### config.mk
export PLATFORM = sky130hd
export DESIGN_NAME = cpf_fetch_parse
export DESIGN_NICKNAME = d
export VERILOG_FILES = /design/src/cpf_pkg.sv /design/src/cpf_fetch_parse.sv
export SDC_FILE = /design/constraint.sdc
export NUM_CORES = 1
export LEC_CHECK = 0
export ABC_AREA = 1
export BUFFER_PORTS_ARGS = -buffer_cell sky130_fd_sc_hd__clkbuf_2
export CAP_MARGIN = 20
export CORE_MARGIN = 2
export CORE_UTILIZATION = 50
export CTS_CLUSTER_SIZE = 16
export DETAILED_ROUTE_END_ITERATION = 8
export PLACE_DENSITY = 0.7
export RECOVER_POWER = 25
export SLEW_MARGIN = 30
export SYNTH_ARGS = -nofsm -noshare
export SYNTH_HDL_FRONTEND = slang
export SYNTH_SLANG_ARGS = --single-unit
export TNS_END_PERCENT = 30
### constraint.sdc
create_clock -name MCLK -period 3.76 [get_ports MCLK]
set_clock_uncertainty 0.15 [all_clocks]
set_input_delay 0.188 -clock MCLK [delete_from_list [all_inputs] [get_ports MCLK]]
set_output_delay 0.188 -clock MCLK [all_outputs]
set_load 0.05 [all_outputs]
### src/cpf_pkg.sv
`default_nettype none
package cpf_pkg;
  // Polling address bits 17:3 carry packet base bits 26:12
  localparam int POLL_AW = 15;
  localparam int ALIGN_BITS = 12;
  localparam int MEM_AW = 26;
  localparam int MAIN_BIT = 14;
  localparam logic [25:0] WORD_STEP = 26'h4;
  // Polling read answers
  localparam logic [31:0] STAT_FREE = 32'h0;
  localparam logic [31:0] STAT_BUSY = 32'h0080_0000;
  // Header field positions
  localparam int FMT_LSB = 4;
  localparam int INST_LSB = 18;
  localparam int PID_LSB = 22;
  localparam int PRIM_LSB = 24;
  // Context element formats
  localparam logic [1:0] FMT_PKT = 2'h1;
  localparam logic [1:0] FMT_PRIM = 2'h2;
  localparam logic [1:0] FMT_VERT = 2'h3;
  // Context element sizes in words
  localparam logic [3:0] CLIP_WORDS = 4'h2;
  localparam logic [3:0] XY_WORDS = 4'h8;
  localparam logic [3:0] ONE_WORD = 4'h1;
  localparam int CTX_WORDS = 15;
  // Section codes, also tagged onto each output word
  typedef logic [4:0] cpf_sec_t;
  localparam cpf_sec_t SEC_HDR = 5'h00;
  localparam cpf_sec_t SEC_PID = 5'h01;
  localparam cpf_sec_t SEC_INST = 5'h02;
  localparam cpf_sec_t SEC_PKT = 5'h03;
  localparam cpf_sec_t SEC_PRIM = 5'h0a;
  localparam cpf_sec_t SEC_VTX = 5'h11;
  localparam cpf_sec_t SEC_DATA = 5'h15;
  localparam logic [2:0] ELEM_CLIP = 3'h0;
  localparam logic [2:0] ELEM_XY = 3'h1;
  localparam logic [2:0] FIRST_PLANE = 3'h3;
  // Sequencer states
  typedef enum logic [1:0] {ST_IDLE, ST_SEEK, ST_FETCH, ST_WAIT} cpf_state_t;
endpackage : cpf_pkg
`default_nettype wire
### src/cpf_fetch_parse.sv
// Functional notes
// - Polling read address carries packet base
// - Status returned in same polling read
// - Base 26:12 from address 17:3
// - Bit 26 selects main or scratch
// - First fetched word is header
// - Rendering program follows header directly
// - At most three map identifiers
// - At most fifteen program instructions
// - Packet, primitive, vertex context levels
// - Packet context persists across chained packets
// - XY mask is eight words
// - Fixed context order within each level
// - Primitive section repeats per primitive
// - Zero word stops, nonzero is header
// - Free reads zero, busy reads 0x00800000
`default_nettype none
module cpf_fetch_parse (
  input wire logic MCLK,
  input wire logic RST,
  input wire logic POLL_RD,
  input wire logic [14:0] POLL_ADDR,
  output logic POLL_ACK,
  output logic [31:0] POLL_DATA,
  output logic BUSY,
  output logic MEM_REQ,
  output logic MEM_MAIN,
  output logic [25:0] MEM_ADDR,
  input wire logic MEM_RVALID,
  input wire logic [31:0] MEM_RDATA,
  output logic OUT_VALID,
  input wire logic OUT_READY,
  output logic [31:0] OUT_DATA,
  output logic [4:0] OUT_SECTION,
  input wire logic [3:0] CTX_SEL,
  output logic [31:0] CTX_DATA
);

  // Whole block state
  typedef struct packed {
    cpf_pkg::cpf_state_t fsm;
    cpf_pkg::cpf_sec_t sec;
    logic [3:0] left;
    logic [7:0] prim_left;
    logic [31:0] hdr;
    logic [25:0] addr;
    logic main_sel;
    logic poll_ack;
    logic [31:0] poll_data;
    logic [1:0][31:0] buf_word;
    logic [1:0][4:0] buf_tag;
    logic buf_rd;
    logic [1:0] buf_cnt;
    logic [14:0][31:0] ctx;
    logic [31:0] ctx_out;
  } cpf_regs_t;

  cpf_regs_t state_reg;
  cpf_regs_t state_next;

  // Words held by a context element
  function automatic logic [3:0] elem_len(input logic [2:0] e);
    if (e == cpf_pkg::ELEM_CLIP)
      elem_len = cpf_pkg::CLIP_WORDS;
    else if (e == cpf_pkg::ELEM_XY)
      elem_len = cpf_pkg::XY_WORDS;
    else
      elem_len = cpf_pkg::ONE_WORD;
  endfunction : elem_len

  // Format field of a context element
  function automatic logic [1:0] elem_fmt(input logic [31:0] h, input logic [2:0] e);
    elem_fmt = h[cpf_pkg::FMT_LSB + 2 * e +: 2];
  endfunction : elem_fmt

  // Vertices per primitive by geometry format
  function automatic logic [3:0] vtx_count(input logic [2:0] g);
    case (g)
      3'h0: vtx_count = 4'h1;
      3'h3: vtx_count = 4'h4;
      3'h4, 3'h5: vtx_count = 4'h0;
      default: vtx_count = 4'h2;
    endcase
  endfunction : vtx_count

  // Vertex data words per primitive
  function automatic logic [3:0] data_words(input logic [2:0] g);
    case (g)
      3'h0: data_words = 4'h1;
      3'h1: data_words = 4'h2;
      3'h3: data_words = 4'h4;
      3'h4, 3'h5: data_words = 4'h5;
      default: data_words = 4'h3;
    endcase
  endfunction : data_words

  // Length of a section for the current header, zero when absent
  function automatic logic [3:0] sec_len(input logic [4:0] s, input logic [31:0] h);
    logic [2:0] e;
    e = 3'h0;
    sec_len = 4'h0;
    if (s == cpf_pkg::SEC_HDR)
      sec_len = cpf_pkg::ONE_WORD;
    else if (s == cpf_pkg::SEC_PID)
      sec_len = {2'h0, h[cpf_pkg::PID_LSB +: 2]};
    else if (s == cpf_pkg::SEC_INST)
      sec_len = h[cpf_pkg::INST_LSB +: 4];
    else if (s < cpf_pkg::SEC_PRIM)
    begin
      e = 3'(s - cpf_pkg::SEC_PKT);
      sec_len = (elem_fmt(h, e) == cpf_pkg::FMT_PKT) ? elem_len(e) : 4'h0;
    end
    else if (s < cpf_pkg::SEC_VTX)
    begin
      e = 3'(s - cpf_pkg::SEC_PRIM);
      sec_len = (elem_fmt(h, e) == cpf_pkg::FMT_PRIM) ? elem_len(e) : 4'h0;
    end
    else if (s < cpf_pkg::SEC_DATA)
    begin
      e = 3'(s - cpf_pkg::SEC_VTX) + cpf_pkg::FIRST_PLANE;
      sec_len = (elem_fmt(h, e) == cpf_pkg::FMT_VERT) ? vtx_count(h[2:0]) : 4'h0;
    end
    else
      sec_len = data_words(h[2:0]);
  endfunction : sec_len

  // First stored word of a per-packet element
  function automatic logic [3:0] ctx_base(input logic [2:0] e);
    if (e == cpf_pkg::ELEM_CLIP)
      ctx_base = 4'h0;
    else if (e == cpf_pkg::ELEM_XY)
      ctx_base = cpf_pkg::CLIP_WORDS;
    else
      ctx_base = {1'b0, e} + cpf_pkg::CLIP_WORDS + cpf_pkg::XY_WORDS - 4'h2;
  endfunction : ctx_base

  logic push;
  logic pop;

  // Sequencer, buffer and context next state
  always_comb
  begin
    logic step;
    logic [3:0] len;
    logic [2:0] e;
    logic [3:0] idx;
    step = 1'b0;
    len = sec_len(state_reg.sec, state_reg.hdr);
    e = 3'(state_reg.sec - cpf_pkg::SEC_PKT);
    idx = ctx_base(e) + elem_len(e) - state_reg.left;
    state_next = state_reg;
    state_next.poll_ack = 1'b0;
    pop = OUT_READY && (state_reg.buf_cnt != 2'h0);
    push = 1'b0;
    // Polling read: status and base in one answer
    if (POLL_RD)
    begin
      state_next.poll_ack = 1'b1;
      if (state_reg.fsm == cpf_pkg::ST_IDLE)
      begin
        state_next.poll_data = cpf_pkg::STAT_FREE;
        state_next.main_sel = POLL_ADDR[cpf_pkg::MAIN_BIT];
        state_next.addr = {POLL_ADDR[cpf_pkg::MAIN_BIT-1:0], 12'h000};
        state_next.sec = cpf_pkg::SEC_HDR;
        state_next.fsm = cpf_pkg::ST_SEEK;
      end
      else
        state_next.poll_data = cpf_pkg::STAT_BUSY;
    end
    case (state_reg.fsm)
      // Find next present section
      cpf_pkg::ST_SEEK:
      begin
        if (len != 4'h0)
        begin
          state_next.left = len;
          state_next.fsm = cpf_pkg::ST_FETCH;
        end
        else
          step = 1'b1;
      end
      // Wait for buffer room before reading
      cpf_pkg::ST_FETCH:
      begin
        if (state_reg.buf_cnt != 2'h2)
          state_next.fsm = cpf_pkg::ST_WAIT;
      end
      // Word returned from packet memory
      cpf_pkg::ST_WAIT:
      begin
        if (MEM_RVALID)
        begin
          state_next.addr = state_reg.addr + cpf_pkg::WORD_STEP;
          if (state_reg.sec == cpf_pkg::SEC_HDR && MEM_RDATA == 32'h0)
            state_next.fsm = cpf_pkg::ST_IDLE;
          else
          begin
            push = 1'b1;
            if (state_reg.sec == cpf_pkg::SEC_HDR)
            begin
              state_next.hdr = MEM_RDATA;
              state_next.prim_left = MEM_RDATA[cpf_pkg::PRIM_LSB +: 8];
            end
            if (state_reg.sec >= cpf_pkg::SEC_PKT && state_reg.sec < cpf_pkg::SEC_PRIM)
              state_next.ctx[idx] = MEM_RDATA;
            state_next.left = state_reg.left - 4'h1;
            if (state_reg.left == 4'h1)
              step = 1'b1;
            else
              state_next.fsm = cpf_pkg::ST_FETCH;
          end
        end
      end
      default: ;
    endcase
    // Advance to the following section in fixed order
    if (step)
    begin
      state_next.fsm = cpf_pkg::ST_SEEK;
      if (state_reg.sec == cpf_pkg::SEC_DATA)
      begin
        if (state_reg.prim_left > 8'h1)
        begin
          state_next.prim_left = state_reg.prim_left - 8'h1;
          state_next.sec = cpf_pkg::SEC_PRIM;
        end
        else
        begin
          state_next.prim_left = 8'h0;
          state_next.sec = cpf_pkg::SEC_HDR;
        end
      end
      else if (state_reg.sec == cpf_pkg::SEC_PRIM - 5'h1 && state_next.prim_left == 8'h0)
        state_next.sec = cpf_pkg::SEC_HDR;
      else
        state_next.sec = state_reg.sec + 5'h1;
    end
    // Two-entry output buffer
    if (push)
    begin
      state_next.buf_word[state_reg.buf_rd ^ state_reg.buf_cnt[0]] = MEM_RDATA;
      state_next.buf_tag[state_reg.buf_rd ^ state_reg.buf_cnt[0]] = state_reg.sec;
    end
    if (pop)
      state_next.buf_rd = ~state_reg.buf_rd;
    state_next.buf_cnt = state_reg.buf_cnt + {1'b0, push} - {1'b0, pop};
    // Held packet context readback
    state_next.ctx_out = (int'(CTX_SEL) < cpf_pkg::CTX_WORDS) ? state_reg.ctx[CTX_SEL] : 32'h0;
  end

  // State register
  always_ff @(posedge MCLK)
  begin
    if (RST)
      state_reg <= '0;
    else
      state_reg <= state_next;
  end

  // Port drive
  assign POLL_ACK = state_reg.poll_ack;
  assign POLL_DATA = state_reg.poll_data;
  assign BUSY = (state_reg.fsm != cpf_pkg::ST_IDLE);
  assign MEM_REQ = (state_reg.fsm == cpf_pkg::ST_WAIT);
  assign MEM_MAIN = state_reg.main_sel;
  assign MEM_ADDR = state_reg.addr;
  assign OUT_VALID = (state_reg.buf_cnt != 2'h0);
  assign OUT_DATA = state_reg.buf_word[state_reg.buf_rd];
  assign OUT_SECTION = state_reg.buf_tag[state_reg.buf_rd];
  assign CTX_DATA = state_reg.ctx_out;

  logic take;
  assign take = POLL_RD && state_reg.fsm == cpf_pkg::ST_IDLE;
endmodule : cpf_fetch_parse
`default_nettype wire

Yosys cells after proc, flatten, opt, wreduce, memory -nomap -nowiden
Index checks and enable logic that the tools add are counted.
{"block": "word_totals", "input_bits": 56, "word_cells": 181, "out_inout_bits": 132, "regBits": 700}
{"block": "classes", "addsub": 18, "mux": 64, "reduce_logical": 27, "order_cmp": 12, "n_eq_ne": 21, "n_bitwise": 4, "shifts": 3}
{"op": "480-bit bitwise mux", "count": 1}
{"op": "32-bit two-way mux", "count": 5}
{"op": "32-bit binary-select mux with 4-bit select", "count": 1}
{"op": "32-bit demux with 4-bit select", "count": 1}
{"op": "32-bit by 6-bit indexed part select with 2-bit output", "count": 3}
{"op": "70-bit two-way mux", "count": 1}
{"op": "4-bit two-way mux", "count": 17}
{"op": "66-bit two-way mux", "count": 1}
{"op": "64-bit bitwise mux", "count": 1}
{"op": "60-bit two-way mux", "count": 1}
{"op": "44-bit two-way mux", "count": 1}
{"op": "40-bit two-way mux", "count": 1}
{"op": "32-bit demux with 1-bit select", "count": 1}
{"op": "32-bit logical NOT", "count": 1}
{"op": "27-bit two-way mux", "count": 1}
{"op": "26-bit by 3-bit adder with 26-bit output (second input constant)", "count": 1}
{"op": "5-bit two-way mux", "count": 5}
{"op": "24-bit two-way mux", "count": 1}
{"op": "8-bit two-way mux", "count": 3}
{"op": "3-bit by 4-bit adder with 5-bit output (first input constant)", "count": 3}
{"op": "7-bit two-way mux", "count": 2}
{"op": "3-bit one-hot mux with 4 select lines", "count": 1}
{"op": "4-bit AND reduction", "count": 3}
{"op": "10-bit bitwise mux", "count": 1}
{"op": "other kinds (53)", "count": 92}

Depth between registers and ports, before layout
{"block": "depth", "word_depth": 17, "ltp_mapped": 20, "depth_no_buf": 19}

Worst setup path before layout
OpenSTA, ideal clock, no wires.
{"block": "synth_path", "path_type": "reg-to-reg", "start": "register state_reg[694] in the netlist's numbering", "end": "register state_reg[267] in the netlist's numbering", "required_ps": 3477, "n_path_buf": 2, "setup_ps": 133, "t_arrival_ps": 3551, "path_stages_with_launch": 14, "period_less_slack_ps": 3833, "slack_ps": -73, "cell_sequence": "dfxtp_1 clkbuf_1 inv_1 ha_1 inv_1 a21oi_1 fa_1 ha_1 a31oi_1 xor2_4 nand2_1 nor2_2 clkbuf_1 a21oi_1"}
{"block": "synth_via", "elab_chain_cells": 13, "word_cells_on_any_way": 25, "classes_between": "add/sub (6); order compare (4); eq/ne (1); mux (7); bitwise (1); reduce/logical (6)"}
{"item": "from (decl)", "line": "cpf_fetch_parse.sv:58", "text": "cpf_regs_t state_reg;"}
{"item": "from (signal assigned)", "line": "cpf_fetch_parse.sv:257", "text": "state_reg <= state_next;"}
{"item": "3-bit by 2-bit subtractor with 3-bit output", "line": "cpf_fetch_parse.sv:149", "text": "e = 3'(state_reg.sec - cpf_pkg::SEC_PKT);"}
{"item": "3-bit by 2-bit adder with 4-bit output", "line": "cpf_fetch_parse.sv:134", "text": "ctx_base = {1'b0, e} + cpf_pkg::CLIP_WORDS + cpf_pkg::XY_WORDS - 4'h2;"}
{"item": "4-bit adder", "line": "cpf_fetch_parse.sv:134"}
{"item": "4-bit by 2-bit subtractor with 4-bit output", "line": "cpf_fetch_parse.sv:134"}
{"item": "4-bit two-way mux", "line": "cpf_fetch_parse.sv:131", "text": "else if (e == cpf_pkg::ELEM_XY)"}
{"item": "4-bit two-way mux", "line": "cpf_fetch_parse.sv:129", "text": "if (e == cpf_pkg::ELEM_CLIP)"}
{"item": "4-bit adder", "line": "cpf_fetch_parse.sv:150", "text": "idx = ctx_base(e) + elem_len(e) - state_reg.left;"}
{"item": "4-bit subtractor", "line": "cpf_fetch_parse.sv:150"}
{"item": "4-bit by 5-bit less-than comparator with 1-bit output (implied by the code) or 4-bit by 1-bit greater-or-equal comparator with 1-bit output (tied branches)", "line": "cpf_fetch_parse.sv:205", "text": "state_next.ctx[idx] = MEM_RDATA;"}
{"item": "1-bit logical AND (implied by the code)", "line": "cpf_fetch_parse.sv:205"}
{"item": "32-bit two-way mux (implied by the code)", "line": "cpf_fetch_parse.sv:205"}
{"item": "32-bit demux with 4-bit select", "line": "cpf_fetch_parse.sv:205"}
{"item": "480-bit bitwise mux", "line": "cpf_fetch_parse.sv:205"}
Several ways; a longest one is shown, not always the timed one.
A chain may end at the register's enable or synchronous reset.

Final worst setup path
{"block": "layout_path", "start": "register state_reg[693] in the netlist's numbering", "end": "register state_reg[70] in the netlist's numbering"}
The elaborated chain is that of the path after synthesis.

==> impl_metrics.tcl <==
set metrics [dict create \
    status "finished with violations" \
    violations "capacitance limit, slew limit" \
    numCtsBuffers 72 \
    layout.cell_area.non_filler_sq_um 33500 \
    core_area_sq_um 57600 \
    ys_seq_elements 660 \
    slew_headroom_pct -3.13 \
    slew_violations 108 \
    clk_pin_slew_ns 0.06 \
    stdcell_count 4748 \
    nets 4012 \
    first_pass_iters 7 \
    drive_gt1_share_pct 8.91 \
    clk_path_buf_depth 3 \
    yosysTopAreaCellShare_pct 45.5 \
    cts.sinks 660 \
    r2r_cells 17 \
    placed_cell_area_sq_um 30100 \
    start_kind "register" \
    endpoint_kind "register" \
    diodes 0 \
    synth_area_per_cell_sq_um 7.44 \
    synth-edff-count 0 \
    largest_reg_flops 599 \
    routedWlPerCell_um 19.6 \
    drt-initial-drc-count 3128 \
    min_period_ns 3.67 \
    ir_drop_mv 0.347 \
    use_met3_pct 3.82 \
    viasPerCell 5.81 \
    grt_pass1_wl_um 138000 \
    hp-class "in -> reg" \
    ys_warn_count 0 \
    tns_ns 0 \
    path_class "reg -> reg" \
    die_area_sq_um 60000 \
    io_buffers 156 \
    postRouteAntennaNets 0 \
    async_flop_share_pct 0 \
    hold_slack_ns 0.0564 \
    yosysMostFrequentCell "o21ai_0" \
    clock_latency_ns 0.63 \
    arrival_ns 4.06 \
    start_util_pct 50.4 \
    worstPathRequired_ns 4.15 \
    grtUsageMet2_pct 45.8 \
    period_share_pct 97.7 \
    die_h_um 245 \
    rr_endpoint "state_reg[70]$_SDFFE_PP0P_" \
    dieWidth_um 245 \
    grt_usage_pct 28.7 \
    ctsHtreeMaxLevel 3 \
    routed_wl_um 93000 \
    gp_congestion 0.891 \
    synthTopCellsByCount "o21ai_0, a21oi_1, dfxtp_1, nand2_1, inv_1" \
    r2r_slack_ns 0.09 \
    yosysTopAreaCell "dfxtp_1" \
    cts-root-buf "clkbuf_16" \
    syn_to_final_growth_pct 15.3 \
    powerDensity_nw_per_um2 466 \
    dpl.hpwl_um 55200 \
    yosysUniqueCellTypes 50 \
    io_pins 188 \
    finalSetupViolCount 0 \
    worstMarginPinSlew_ns 1.55 \
    grt.busiest_layer "met2" \
    drc 0 \
    synthTopCellsByArea "dfxtp_1, o21ai_0, a21oi_1, nand2_1, inv_1" \
    whs_path_depth 4 \
    p_leak_nw 12.6 \
    vias 27590 \
    overflow 0 \
    finalHoldViolations 0 \
    grt_pass1_vias 24666 \
    ys.flop_type "dfxtp_1" \
    ys_seq_area_share_pct 45.5 \
    crit-reg2reg-launch "state_reg[693]$_SDFFE_PP0P_" \
    antenna_found_initial 4 \
    dp_cells 4534 \
    fmax_ghz 0.272 \
    synth_area_sq_um 29000 \
    met1_usage_pct 39.9 \
    hold_end "state_reg[344]$_SDFFE_PP0P_" \
    rows 88 \
    grt_max_degree 160 \
    synthesis.instances 3899 \
    min_from "MEM_RDATA[24]" \
    fin_util_pct 58.1 \
    cap_violations 1 \
    tritoncts "built" \
    path_max_fanout 9 \
]
final cells by class:
| type | count | area [sq um] |
|---|---|---|
| Clock buffer | 103 | 2030 |
| Clock inverter | 21 | 238 |
| Fill cell | 5337 | 24100 |
| Inverter | 340 | 1300 |
| Multi-Input combinational cell | 2513 | 12800 |
| Sequential cell | 660 | 13200 |
| Tap cell | 765 | 957 |
| Timing Repair Buffer | 346 | 2940 |
cell usage in the layout, fill, tap and decap left out, types with 13 or more instances in the layout:
cell type,synthesis,routed
a21oi_1,726,725
a221oi_1,30,30
a22oi_1,39,39
a31oi_1,26,25
buf_12,0,39
buf_4,91,77
clkbuf_1,249,122
clkbuf_16,0,85
clkbuf_2,3,55
conb_1,1,31
dfxtp_1,660,657
dlygate4sd3_1,0,52
ha_1,21,15
inv_1,319,317
nand2_1,361,356
nand3_1,114,113
nand4_1,32,33
nor2_1,219,218
nor3_1,15,15
o211ai_1,18,18
o21ai_0,757,755
o21ai_1,34,35
xor2_1,13,13
routing by layer:
layer	vias up	share of wire [%]
met3	186	8.0
met5	-	0
met2	1239	45
li1	13204	-
met4	0	3.2
met1	12961	43
worst max-delay path by stage:
stage / endpoint / startpoint / slack, ns
after floorplan: state_reg[395]$_SDFFE_PP0P_ / state_reg[694]$_SDFFE_PP0P_ / -0.01
after global placement: state_reg[412]$_SDFFE_PP0P_ / state_reg[693]$_SDFFE_PP0P_ / 0.06
after detailed placement: state_reg[395]$_SDFFE_PP0P_ / state_reg[693]$_SDFFE_PP0P_ / -0.009
after CTS: state_reg[114]$_SDFFE_PP0P_ / state_reg[693]$_SDFFE_PP0P_ / 0.02
after global routing: state_reg[82]$_SDFFE_PP0P_ / state_reg[693]$_SDFFE_PP0P_ / -0.04
final: state_reg[70]$_SDFFE_PP0P_ / state_reg[693]$_SDFFE_PP0P_ / 0.09
worst max-delay path: stages (launching register included):
cell and delay [ns]:
dfxtp_4 0.36, ha_4 0.18, nand2_2 0.08, inv_2 0.04, nor2_4 0.11, inv_2 0.07
nor2_4 0.12, a21oi_2 0.05, fa_1 0.57, fa_2 0.50, buf_4 0.16, nor3b_4 0.32
buf_6 0.17, nand2_1 0.09, clkinv_4 0.16, buf_12 0.16, o21ai_0 0.09, a21oi_1 0.19
timing repair:
action / CTS / global route
resized for setup: 1 / 35
cloned: 0 / 15
hold endpoints to repair: 228 / 0
endpoints found under the setup margin: 31 / 460
hold buffers: 52 / 0
setup buffers: 3 / 20
pin swaps: 1 / 5
per-stage QoR:
step / worst slack, ns / total power, mW
after global placement: 0.0590 / 8.78
after floorplan: -0.0142 / 8.39
after global routing: -0.0389 / 16.1
final: 0.0861 / 15.6
after CTS: 0.0160 / 15.6
after detailed placement: -0.00890 / 8.78
cell families after synthesis:
family,after synthesis,synth area share [%]
adder cells (fa/ha/maj),23,1.04
AND/OR/NAND/NOR,777,11.5
AO/OA/AOI/OAI,1662,30.0
flip-flops,660,45.5
other,1,0.0129
buffers and inverters,756,11.2
XOR/XNOR,20,0.733
report_power, final:
| group | total [mW] | internal (mW) | switching [mW] |
|---|---|---|---|
| clock | 6.91 | 3.97 | 2.93 |
| combinational | 1.55 | 0.361 | 1.19 |
| sequential | 7.14 | 7.08 | 0.0608 |
| total | 15.6 | 11.4 | 4.18 |
No activity file was read; power rests on OpenSTA's default activity.
